File: src/rtl/strap_consts.svh
// constant definitions for the clock, reset and boot strap block
`ifndef STRAP_CONSTS_SVH
`define STRAP_CONSTS_SVH
`define RATIO_SEL_W          2
`define RATIO_CODE_LOW       2'h0
`define RATIO_CODE_MID       2'h1
`define RATIO_CODE_HIGH      2'h2
`define RATIO_CODE_BAD       2'h3
`define CORE_MULT_W          4
`define CORE_MULT_2          4'h2
`define CORE_MULT_3          4'h3
`define CORE_MULT_4          4'h4
`define CORE_MULT_6          4'h6
`define CORE_MULT_8          4'h8
`define BUS_MULT_1           2'h1
`define BUS_MULT_2           2'h2
`define BOOT_DMA_HOST_CHAN   4'ha
`define BOOT_DMA_SERIAL_CHAN 4'h8
`define RESET_OUT_DELAY      4080
`define CNT_W                13
`define RESET_VECTOR_DEF     24'h000000
`endif

File: src/rtl/strap_pkg.sv
// types for the clock, reset and boot strap block
package strap_pkg;
  typedef enum logic [5:0] {
    BOOT_NONE   = 6'h01,
    BOOT_EPROM  = 6'h02,
    BOOT_HOST   = 6'h04,
    BOOT_SPI    = 6'h08,
    BOOT_LINK   = 6'h10,
    BOOT_RESVD  = 6'h20
  } boot_mode_type;

  typedef struct packed {
    logic [3:0]    core_mult;
    logic [1:0]    bus_mult;
    logic          doubled;
    logic          ratio_bad;
  } clock_cfg_type;

  typedef struct packed {
    boot_mode_type mode;
    logic          dma_valid;
    logic [3:0]    dma_chan;
  } boot_cfg_type;

  typedef enum logic [2:0] {
    RST_HOLD  = 3'h1,
    RST_COUNT = 3'h2,
    RST_RUN   = 3'h4
  } rst_state_type;
endpackage

File: src/rtl/clock_reset_boot_strap.sv
// strap decode, bus clock drive, reset sequencing and boot source selection
`include "strap_consts.svh"
module clock_reset_boot_strap #(
  parameter int              RESET_OUT_CYCLES = `RESET_OUT_DELAY,
  parameter logic [23:0]     RESET_VECTOR     = `RESET_VECTOR_DEF
) (
  input  wire logic                    clk_sys_i,
  input  wire logic                    arst_n_i,
  input  wire logic                    clock_double_strap_n_i,
  input  wire logic [1:0]              core_ratio_select_i,
  input  wire logic                    external_boot_strap_i,
  input  wire logic                    link_boot_strap_i,
  input  wire logic                    boot_memory_select_i,
  input  wire logic                    boot_eprom_cs_n_i,
  input  wire logic                    bus_master_i,
  input  wire logic                    host_bus_grant_n_i,
  input  wire logic [2:0]              processor_identifier_i,
  input  wire logic                    bus_clock_i,
  output logic                         bus_clock_out_o,
  output logic                         bus_clock_out_oe_n_o,
  output logic                         bus_clock_keeper_en_o,
  output logic                         boot_memory_select_o,
  output logic                         boot_memory_select_oe_n_o,
  output strap_pkg::clock_cfg_type     clock_cfg_o,
  output strap_pkg::boot_cfg_type      boot_cfg_o,
  output logic                         core_reset_indicator_n_o,
  output logic                         core_start_o,
  output logic [23:0]                  start_address_o
);
  import strap_pkg::*;

  // straps are captured on every clock while reset input is low and for two clocks after it rises; async reset
  // itself may only load constants, so this runs from a separate sync reset
  logic                sync1_r;
  logic                sync2_r;
  logic                in_reset;
  logic                clock_double_r;
  logic [1:0]          ratio_r;
  logic                external_boot_strap_r;
  logic                link_boot_strap_r;
  logic                bms_in_r;
  logic [`CNT_W-1:0]   count_r;
  logic [`CNT_W-1:0]   count_nxt;
  rst_state_type       state_r;
  rst_state_type       state_nxt;

  always_ff @(posedge clk_sys_i or negedge arst_n_i) begin
    if (!arst_n_i) begin
      sync1_r <= 1'b0;
      sync2_r <= 1'b0;
    end else begin
      sync1_r <= 1'b1;
      sync2_r <= sync1_r;
    end
  end
  // only the second flop marks the end of the capture window
  assign in_reset = !sync2_r;

  // sample while held in reset, freeze after release
  always_ff @(posedge clk_sys_i) begin
    if (in_reset) begin
      clock_double_r <= !clock_double_strap_n_i;
      ratio_r        <= core_ratio_select_i;
      external_boot_strap_r        <= external_boot_strap_i;
      link_boot_strap_r        <= link_boot_strap_i;
      bms_in_r       <= boot_memory_select_i;
    end
  end

  // ratio decode; code 11 yields a zero core multiplier so no core rate is implied
  wire       ratio_low   = (ratio_r == `RATIO_CODE_LOW);
  wire       ratio_mid   = (ratio_r == `RATIO_CODE_MID);
  wire       ratio_high  = (ratio_r == `RATIO_CODE_HIGH);
  wire       ratio_bad   = (ratio_r == `RATIO_CODE_BAD);

  wire [3:0] mult_single = ratio_low  ? `CORE_MULT_2 :
                           ratio_mid  ? `CORE_MULT_3 :
                           ratio_high ? `CORE_MULT_4 : 4'h0;
  wire [3:0] mult_double = ratio_low  ? `CORE_MULT_4 :
                           ratio_mid  ? `CORE_MULT_6 :
                           ratio_high ? `CORE_MULT_8 : 4'h0;
  wire [3:0] core_mult   = clock_double_r ? mult_double : mult_single;
  wire [1:0] bus_mult    = clock_double_r ? `BUS_MULT_2 : `BUS_MULT_1;

  // boot decode
  wire sel_resvd = external_boot_strap_r && link_boot_strap_r;
  wire sel_eprom = external_boot_strap_r && !link_boot_strap_r;
  wire sel_host  = !external_boot_strap_r && !link_boot_strap_r && bms_in_r;
  wire sel_spi   = !external_boot_strap_r && link_boot_strap_r && !bms_in_r;
  wire sel_link  = !external_boot_strap_r && link_boot_strap_r && bms_in_r;

  boot_mode_type boot_mode;
  assign boot_mode = sel_resvd ? BOOT_RESVD :
                     sel_eprom ? BOOT_EPROM :
                     sel_host  ? BOOT_HOST  :
                     sel_spi   ? BOOT_SPI   :
                     sel_link  ? BOOT_LINK  : BOOT_NONE;
  // reserved and no-boot leave the channel meaningless, so dma_valid drops
  wire       dma_valid = (boot_mode != BOOT_NONE) && (boot_mode != BOOT_RESVD);
  wire [3:0] dma_chan  = ((boot_mode == BOOT_HOST) || (boot_mode == BOOT_EPROM)) ?
                         `BOOT_DMA_HOST_CHAN : `BOOT_DMA_SERIAL_CHAN;
  wire       bms_drive = sel_eprom && !in_reset;

  // bus clock drive; a granted host owns the pin even while we are master
  wire       host_owns = !host_bus_grant_n_i;
  wire       clk_drive = bus_master_i && !host_owns && !in_reset;
  wire       keeper_on = (processor_identifier_i[2:1] == 2'h0);

  // reset-out sequencer
  always_comb begin
    state_nxt = state_r;
    count_nxt = count_r;
    unique case (state_r)
      // one edge here after release, so the count starts from a clean zero
      RST_HOLD: begin
        count_nxt = '0;
        state_nxt = RST_COUNT;
      end
      RST_COUNT: begin
        count_nxt = count_r + `CNT_W'(1);
        if (count_r == `CNT_W'(RESET_OUT_CYCLES - 2)) begin
          state_nxt = RST_RUN;
        end
      end
      // sticky until the next asynchronous reset
      RST_RUN: begin
        state_nxt = RST_RUN;
      end
    endcase
  end

  always_ff @(posedge clk_sys_i or negedge arst_n_i) begin
    if (!arst_n_i) begin
      state_r <= RST_HOLD;
      count_r <= '0;
    end else begin
      state_r <= state_nxt;
      count_r <= count_nxt;
    end
  end

  // next values of the outputs, named so the register blocks stay plain
  clock_cfg_type clock_cfg_nxt;
  boot_cfg_type  boot_cfg_nxt;
  assign clock_cfg_nxt = '{core_mult: core_mult,
                           bus_mult:  bus_mult,
                           doubled:   clock_double_r,
                           ratio_bad: ratio_bad};
  assign boot_cfg_nxt  = '{mode:      boot_mode,
                           dma_valid: dma_valid,
                           dma_chan:  dma_chan};
  wire ready_nxt = (state_nxt == RST_RUN);
  wire start_nxt = (state_r == RST_COUNT) && (state_nxt == RST_RUN);

  // bus clock level is generated upstream; here it is only registered and gated onto the pin
  always_ff @(posedge clk_sys_i or negedge arst_n_i) begin
    if (!arst_n_i) begin
      bus_clock_out_o       <= 1'b0;
      bus_clock_out_oe_n_o  <= 1'b1;
      bus_clock_keeper_en_o <= 1'b0;
    end else begin
      bus_clock_out_o       <= bus_clock_i;
      bus_clock_out_oe_n_o  <= !clk_drive;
      bus_clock_keeper_en_o <= keeper_on;
    end
  end

  // select pin drives only in eprom boot; otherwise it stays an input
  always_ff @(posedge clk_sys_i or negedge arst_n_i) begin
    if (!arst_n_i) begin
      boot_memory_select_o      <= 1'b1;
      boot_memory_select_oe_n_o <= 1'b1;
    end else begin
      boot_memory_select_o      <= boot_eprom_cs_n_i;
      boot_memory_select_oe_n_o <= !bms_drive;
    end
  end

  // settings freeze with the straps, so they stand until the next reset
  always_ff @(posedge clk_sys_i or negedge arst_n_i) begin
    if (!arst_n_i) begin
      clock_cfg_o <= '0;
      boot_cfg_o  <= '{mode: BOOT_NONE, dma_valid: 1'b0, dma_chan: 4'h0};
    end else begin
      clock_cfg_o <= clock_cfg_nxt;
      boot_cfg_o  <= boot_cfg_nxt;
    end
  end

  // core stays held until the clock generator has had its lock time
  always_ff @(posedge clk_sys_i or negedge arst_n_i) begin
    if (!arst_n_i) begin
      core_reset_indicator_n_o <= 1'b0;
      core_start_o             <= 1'b0;
      start_address_o          <= 24'h000000;
    end else begin
      core_reset_indicator_n_o <= ready_nxt;
      core_start_o             <= start_nxt;
      start_address_o          <= RESET_VECTOR;
    end
  end
endmodule

File: config.mk
export PLATFORM = sky130hd
export DESIGN_NAME = clock_reset_boot_strap
export DESIGN_NICKNAME = d
export VERILOG_FILES = /design/src/rtl/strap_pkg.sv /design/src/rtl/clock_reset_boot_strap.sv
export VERILOG_INCLUDE_DIRS = /design/src /design/src/rtl
export SDC_FILE = /design/constraint.sdc
export NUM_CORES = 1
export LEC_CHECK = 0
export BUFFER_PORTS_ARGS = -buffer_cell sky130_fd_sc_hd__buf_4
export CAP_MARGIN = 10
export CORE_AREA = 3 3 70 72
export DETAILED_ROUTE_END_ITERATION = 10
export DIE_AREA = 0 0 73 75
export PLACE_DENSITY = 0.73
export SETUP_SLACK_MARGIN = 0.05
export SYNTH_ARGS = -nofsm -noshare
export SYNTH_HDL_FRONTEND = slang
export SYNTH_SLANG_ARGS = --single-unit
export TNS_END_PERCENT = 5
File: constraint.sdc
create_clock -name clk_sys_i -period 1.69 [get_ports clk_sys_i]
set_input_delay 0.507 -clock clk_sys_i [delete_from_list [all_inputs] [get_ports clk_sys_i]]
set_output_delay 0.507 -clock clk_sys_i [all_outputs]
set_load 0.02 [all_outputs]
==> Word-level counts from Yosys, hierarchy flattened <==
Cells that the tools add are included.
Widths: inputs -> output; s select.
{ "word_totals": {"reg_bits": 50} }
{ "classes": {"add_sub_neg": 1, "eq_ne": 12, "n_mux": 17, "n_reduce_logical": 22} }
{ "ops": {"columns": ["operator", "count"], "rows": [
  ["$pmux 13 s2", 1],
  ["$mux 5", 4],
  ["$mux 4", 4],
  ["$add 13x1->13 const B", 1],
  ["$eq 13x12->1 const B", 1],
  ["$logic_and 1x1->1", 12],
  ["$mux 3", 4],
  ["$pmux 3 s3", 1],
  ["$eq 3x3->1 const B", 2],
  ["$eq 6x2->1 const B", 1],
  ["$eq 6x3->1 const B", 1],
  ["$logic_not 1->1", 6],
  ["$mux 6", 1],
  ["$ne 6x1->1 const B", 1],
  ["$ne 6x6->1 const B", 1],
  ["$eq 2x2->1 const B", 2],
  ["$logic_not 2->1", 2],
  ["$mux 2", 2],
  ["$eq 3x1->1 const B", 1],
  ["$eq 3x2->1 const B", 1],
  ["$eq 2x1->1 const B", 1],
  ["$reduce_bool 2->1", 1],
  ["$logic_or 1x1->1", 1]
]} }

==> Depth between registers and ports, before layout <==
Gate-level depths: netlist (run 1).
{ "depth": {"word_depth": 11, "ltp_mapped": 5, "depth_no_buf": 4} }

==> Least setup slack after synthesis (run 1) <==
Ideal clock, no wire load.
{ "synth_path": {"path_type": "register to register", "startpoint": "reg state_r[0]", "endpoint": "reg count_r[11]", "setup_ns": 0.124, "arrival_time_ns": 1.471, "setup_slack_ns": 0.095, "path_stages_with_launch": 5, "synth_period_minus_slack_ns": 1.595, "path_cell_list": "dfstp_2 or3b_1 buf_6 and2_4 a211o_1"} }
{ "synth_via": {"elab_chain_cells": 2} }
{ "synth_lines": {"columns": ["item", "line_no", "rtl"], "rows": [
  ["from (decl)", "clock_reset_boot_strap.sv:44", "rst_state_type state_r;"],
  ["from (signal assigned)", "clock_reset_boot_strap.sv:137", "state_r <= state_nxt;"],
  ["$eq 3x2->1 or $eq 3x1->1 (tied branches)", "clock_reset_boot_strap.sv:113", "unique case (state_r)"],
  ["$pmux 13 s2 or $reduce_bool 2->1 (tied branches)", null, null],
  ["to (signal assigned)", "clock_reset_boot_strap.sv:138", "count_r <= count_nxt;"],
  ["to (decl)", "clock_reset_boot_strap.sv:42", "logic [`CNT_W-1:0] count_r;"]
]} }
Several ways; a longest one is shown, not always the timed one.
A chain may end at the register's enable or synchronous reset.

==> Worst setup path after layout (run 1) <==
Same ends and word-level chain as after synthesis.

==> key figures, run 1 <==
Placed design
  – Placed Cells: approximately 250
  – IO buf count: 37
  – DPL Wire Length: around 2200 um
  – RD Place Congestion: just over 0.7

Logic synthesis
  – Synth Area in Compound Gates: between 5 and 6%
  – Seq cells post-synth: 46
  – Synth Area in Adders: roughly 1.3%
  – Simple-Gate Fraction of Synth Area: between 10% and 20%
  – Mux contribution to synthesized area: ~2.6%
  – Unique cell type count in the Yosys netlist: 36
  – Avg Synthesized Cell Area: 11.96 um2
  – Largest family of logic cells by synthesized area: simple AND/OR/NAND/NOR gates
  – Seq/Total Area, Yosys: between 60 and 70%
  – Yosys warnings: 0
  – Synth Instances: 160
  – Xor/xnor share of the synthesized area: 0%
  – Mapped cell area: about 0.0019 mm2

Die
  – Initial Util: a little over two fifths
  – Die X: 73 um
  – Core footprint: 0.004354 mm2
  – Row count: 24
  – Die height: 75 um
  – Die footprint: 0.005475 mm2
  – IO Pins: 65

Timing
  – Final setup viols: 0
  – Final Cycle Share: 89.71%
  – Final Skew: between 0.006 and 0.007 ns
  – Total negative slack: 0 ns
  – RSZ-0062 raised after global routing: yes
  – Number of slew-limit violations in the final report: 0
  – Final min period: 1.516 ns
  – Final hold vios: 0
  – WHS: roughly 0.17 ns
  – Fmax: ~0.66 GHz

CTS
  – Clock buffer depth: 2
  – H-tree depth: 2
  – CTS tree: yes
  – Clk_lat worst skew: 0.30 ns
  – Cts repair resizes: 0
  – Root Driver: clkbuf_8
  – CTS Buf Count: 5
  – Clock Sinks: 46
  – CTS clk-pin slew, worst paths: 0.09 ns

Critical path
  – R2r startpoint: state_r[0]
  – Worst EP required: 1.88 ns
  – RR Endpoint: count_r[11]
  – Critical path class: reg -> reg
  – Startpoint type of the worst setup path: flop
  – Cell depth of the worst flop-to-flop path: 3
  – Critical path arrival: ~1.7 ns
  – CP max FO: 6
  – CP Capture Type: flop
  – R2R Setup Slk: about 0.17 ns

Detailed routing
  – Per-cell routed wire length: around 12 um
  – Routed Antenna Nets: 0
  – Routed vias: approximately 1200
  – Total Wirelength: between 2000 and 3000 um
  – Drt first pass iters: 3
  – Drt via density: roughly 4.6
  – Initial DRC Count: 26
  – Drt drc: 0

Global route
  – Pin count of the biggest net entering global routing: between 40 and 50
  – GRT Total Usage: 12.13%
  – Grt ovf: 0
  – Initial antenna violation count: 0
  – Vias in the first global route: 1097
  – Global-route wire length before repair: between 5000 and 6000 um

Final layout
  – Fillers: 380
  – Area grow syn2layout: 17.72%
  – Finished Layout Cells: 257
  – Fin nets: approximately 220
  – Layout cell share with drive strength beyond 1: 27.80%
  – Antenna diodes: 0

Power and ir drop
  – LEAKAGE: ~1.1 nW
  – P per Cell Area: 997.8 mW/mm2
  – Peak supply drop: 0.6035 mV
  – Tot Pwr: between 2 and 2.5 mW

Worst hold path
  – Worst Hold Class: in -> async

Run status
  – Status: finished clean

Run
  – MaxCap Viol Count: 0
-- flip-flops by register name, indices dropped and copies added, names as in the netlist --
signal                     count
count_r                       13
boot_cfg_o                     9
bus_clock_out_o                1
core_start_o                   1
boot_memory_select_o           1
clock_double_r                 1
bms_in_r                       1
external_boot_strap_r          1
bus_clock_keeper_en_o          1
core_reset_indicator_n_o       1
sync2_r                        1
clock_cfg_o                    7
bus_clock_out_oe_n_o           1
boot_memory_select_oe_n_o      1
ratio_r                        2
link_boot_strap_r              1
state_r                        3
-- critical path, stage by stage (launching register included) --
cell,delay (ns)
dfstp_2,0.58
or3b_1,0.37
and2_4,0.18
a211o_1,0.28
-- how the worst max path moves through the flow --
stage | to | startpoint | slack (ns) | depth (start not counted)
final | count_r[11] | state_r[0] | 0.17 | 3
after global routing | count_r[11] | state_r[2] | 0.03 | 5
after CTS | count_r[11] | state_r[0] | 0.17 | 3
after detailed placement | count_r[11] | state_r[0] | 0.18 | 3
after global placement | count_r[11] | state_r[0] | 0.19 | 3
after floorplan | count_r[11] | state_r[0] | 0.1 | 4
-- final cells by class --
class,count,area (um2),share of cell area [%]
inverter,6,22.52,1.000
sequential,46,1187,52.72
timing repair buffer,41,307.8,13.67
multi-input combinational,104,575.6,25.56
clock inverter,3,25.02,1.111
clock buffer,5,68.82,3.056
tap,52,65.06,2.889
-- power breakdown --
| group | internal [mW] | total (mW) | switching [mW] |
|---|---|---|---|
| logic | 0.111 | 0.295 | 0.183 |
| registers | 1.21 | 1.28 | 0.0706 |
| clock network | 0.298 | 0.674 | 0.375 |
| total | 1.62 | 2.25 | 0.629 |
-- cells by family (layout without fill, tap and decap cells) --
family | count (synthesis) | count (layout)
compound gates | 17 | 17
other cells | 2 | 28
fa+ha+maj | 2 | 2
simple gates | 52 | 52
mux | 5 | 5
flops | 46 | 46
buf+inv | 36 | 55
-- metrics by stage --
stage               util, %  setup WS [ns]  instance area, um2
finish                51.72         0.1738                2252
global route          51.72        0.02925                2252
CTS                   51.72         0.1680                2252
detailed placement    49.57         0.1812                2158
global placement      49.57         0.1895                2158
floorplan                 -        0.09525                2011
-- cell usage after synthesis (all sizes together) --
| cell | number | share of area, % |
|---|---|---|
| dfrtp | 35 | 46 |
| buf | 29 | 12 |
| nand2 | 14 | 2.7 |
| nand3 | 8 | 2.1 |
| o21ai | 7 | 1.8 |
| edfxtp | 6 | 9.4 |
| inv | 6 | 1.2 |
| dfstp | 5 | 6.9 |
| mux2i | 5 | 2.6 |
| nand4 | 5 | 1.6 |
| nor2 | 5 | 0.98 |
| and2 | 4 | 1.4 |
| nor3 | 3 | 0.78 |
| nor3b | 3 | 1.4 |
| and3 | 2 | 0.65 |
| conb | 2 | 0.39 |
| ha | 2 | 1.3 |
| o211ai | 2 | 0.78 |
| o22ai | 2 | 0.65 |
| o31ai | 2 | 0.78 |
| or3b | 2 | 0.92 |
| a211o | 1 | 0.46 |
| a21oi | 1 | 0.26 |
| and3b | 1 | 0.46 |
| and4 | 1 | 0.46 |
| clkbuf | 1 | 0.20 |
| nand2b | 1 | 0.33 |
| nor2b | 1 | 0.33 |
| nor4 | 1 | 0.33 |
| o22a | 1 | 0.46 |
| o311a | 1 | 0.52 |
| or2 | 1 | 0.33 |
-- placed cells by master (no fill, tap or decap), drive strengths merged, types with 3 or more instances in the layout --
master	instances
nor2	5
o21ai	7
nand2	14
clkbuf	5
inv	7
conb	28
nand3	8
buf	41
mux2i	5
nand4	5
dfrtp	35
edfxtp	6
nor3	3
nor3b	3
and2	4
dfstp	5
-- repair_timing --
| action | in CTS | in global routing |
|---|---|---|
| setup endpoints to repair | 0 | 2 |
| hold endpoints to repair | 0 | 0 |
| hold buffers | 0 | 0 |
| buffers inserted | 0 | 0 |
-- routing by layer --
metal | vias up | global-route usage, % | wire, um
li1 | 581 | - | -
met5 | - | 0 | 0
met4 | 0 | 4.918 | 45
met2 | 42 | 19.07 | 1415
met1 | 557 | 15.46 | 1277
met3 | 5 | 4.139 | 221
Power figures use the tool's default switching activity.
==> inputs of run 2 (changes only) <==
Settings changed: RECOVER_POWER set to 50, SETUP_SLACK_MARGIN 0.05 to unset.
==> run 2 against run 1 <==
Against the previous run: flip-flop and latch count unchanged; largest power group unchanged; clock skew hardly changed; fmax about the same; combinational power is essentially flat.
==> key figures, run 2 (synthesis gave the netlist of run 1 again) <==
Run status
  – Status: finished clean

Final layout
  – Top flop regs: count_r x13, boot_cfg_o x9, clock_cfg_o x7
  – Area grow syn2layout: 17.59%
  – Finished Layout Cells: 257 (unchanged)
  – Layout cell share with drive strength beyond 1: 27.80% (unchanged)
  – Commonest non-fill, non-tap cells in the layout: dfrtp_1 (35), buf_4 (31), conb_1 (28)
  – Largest Register: count_r
  – Antenna diodes: 0 (unchanged)
  – Number of flip-flops in the largest register: 13 (unchanged)
  – Commonest non-fill, non-tap cell in the layout: dfrtp_1
  – Fin nets: 221 (unchanged)
  – Fin util: 51.67% (-0.057 points)

Critical path
  – Critical path arrival: 1.71 ns (about the same)
  – R2R Setup Slk: 0.17 ns (about the same)
  – WP buf/inv: 0 (unchanged)
  – Worst EP required: 1.88 ns (about the same)
  – R2r startpoint: state_r[0]
  – CP peak stage delay: 0.58 ns (about the same)
  – RR Endpoint: count_r[11]
  – Instance count on the critical path: 3 (unchanged)
  – Cell depth of the worst flop-to-flop path: 3 (unchanged)
  – CP Capture Type: flop
  – Worst Setup SP: state_r[0]
  – Critical path class: reg -> reg
  – Delay-heaviest family, CP: flip-flops
  – Crit-path cells: or3b_1 -> and2_4 -> a211o_1
  – CP max-delay cell: dfstp_2
  – CP max FO: 6 (unchanged)
  – Critical Path End: count_r[11]
  – Startpoint type of the worst setup path: flop

Timing
  – Rel. slew slack: a little over a third
  – Final Cycle Share: 89.71% (about the same)
  – Final hold vios: 0 (unchanged)
  – WHS: 0.3087 ns (+0.1373 ns)
  – Fmax: 0.6596 GHz (about the same)
  – Final Skew: 0.006091 ns (-0.00001834 ns)
  – RSZ-0062 raised after global routing: no
  – Slew @ Worst Pin: between 0.9 and 1 ns
  – Number of slew-limit violations in the final report: 0 (unchanged)
  – Final setup viols: 0 (unchanged)
  – Final min period: 1.516 ns (-0.00001100 ns)
  – Total negative slack: 0 ns (unchanged)

CTS
  – CTS Buf Count: 5 (unchanged)
  – CTS clk-pin slew, worst paths: 0.09 ns (about the same)
  – Clk_lat worst skew: 0.30 ns (about the same)
  – Cts repair resizes: 0 (unchanged)
  – CTS tree: yes
  – Hold buffer count at CTS: 0 (unchanged)
  – Clock buffer depth: 2 (unchanged)
  – Post-CTS Setup Repair Bufs: 0 (unchanged)
  – Root Driver: clkbuf_8
  – Clock Sinks: 46 (unchanged)
  – H-tree depth: 2 (unchanged)

Detailed routing
  – Routed vias: 1187 (+0.17%)
  – Drt drc: 0 (unchanged)
  – Initial DRC Count: 26 (unchanged)
  – Total Wirelength: 2953 um (-0.24%)
  – Routed Antenna Nets: 0 (unchanged)
  – Drt via density: 4.619 (+0.17%)
  – Drt first pass iters: 3 (unchanged)
  – Per-cell routed wire length: 11.49 um (-0.24%)

Die
  – Initial Util: 43.94% (unchanged)
  – IO Pins: 65 (unchanged)
  – Core footprint: 0.004354 mm2 (unchanged)
  – Die footprint: 0.005475 mm2 (unchanged)
  – Die X: 73 um (unchanged)
  – Die height: 75 um (unchanged)
  – Row count: 24 (unchanged)

Power and ir drop
  – Pint: 1.616 mW (-0.12%)
  – Switching Share: 28.01% (about the same)
  – P per Cell Area: 998.1 mW/mm2 (about the same)
  – Peak supply drop: 0.6036 mV (about the same)
  – LEAKAGE: 1.121 nW (-0.22%)
  – Clk network pwr share: 30.0% (about the same)
  – Combinational group share of total power: 13.0% (about the same)
  – Flop pwr share: 57.0% (about the same)
  – Net Sw Power: 0.6289 mW (about the same)
  – Tot Pwr: 2.245 mW (about the same)

Global route
  – Vias in the first global route: 1097 (unchanged)
  – GRT Total Usage: 12.13% (unchanged)
  – Pin count of the biggest net entering global routing: 41 (unchanged)
  – Global-route wire length before repair: 5016 um (unchanged)
  – Initial antenna violation count: 0 (unchanged)
  – Grt ovf: 0 (unchanged)

Placed design
  – Placed Cells: 249 (unchanged)
  – IO buf count: 37 (unchanged)
  – RD Place Congestion: 0.7192 (unchanged)
  – DPL Wire Length: 2217 um (unchanged)

Run
  – MaxCap Viol Count: 0 (unchanged)

Worst hold path
  – Worst Hold Class: in -> reg
  – Hold-critical path depth: 1
-- run 2: cell types whose count changed in the layout (fill, tap and decap cells not counted) --
cell      before  now
clkbuf_4       0    9
buf_4         41   31
clkbuf_2       0    1
-- run 2: final cells by class --
type	count	area, um2
Clock buffer	5	68.82
Clock inverter	3	25.02
Fill cell	381	2105
Inverter	6	22.52
Multi-Input combinational cell	104	575.6
Sequential cell	46	1187
Tap cell	52	65.06
Timing Repair Buffer	41	305.3
-- run 2: worst min-delay path by stage --
stage,start,endpoint,slack (ns)
after floorplan,arst_n_i,boot_cfg_o[10],0.21
after global placement,boot_cfg_o[3],sync2_r,0.37
after detailed placement,boot_cfg_o[3],sync2_r,0.37
after CTS,arst_n_i,count_r[11],0.18
after global routing,boot_eprom_cs_n_i,boot_memory_select_o,0.29
final,boot_eprom_cs_n_i,boot_memory_select_o,0.31
-- run 2: layer usage --
metal	track usage [%]	vias to the layer above	wire length, um
met2	19.07	42	1410
met3	4.139	5	223
li1	-	581	-
met1	15.46	559	1273
met4	4.918	0	45
met5	0	-	0
-- run 2: power by group through the flow --
stage / registers [mW] / logic [mW] / clock network, mW
floorplan: 1.32 / 0.207 / 0
global placement: 1.30 / 0.289 / 0
detailed placement: 1.30 / 0.299 / 0
CTS: 1.28 / 0.299 / 0.705
global route: 1.29 / 0.330 / 0.756
finish: 1.28 / 0.293 / 0.674
-- run 2: through the flow --
stage	setup slack [ns]	cell area [um2]
after floorplan	0.09525	2011
after global placement	0.1895	2158
after detailed placement	0.1812	2158
after CTS	0.1680	2252
after global routing	0.02925	2250
final	0.1739	2250
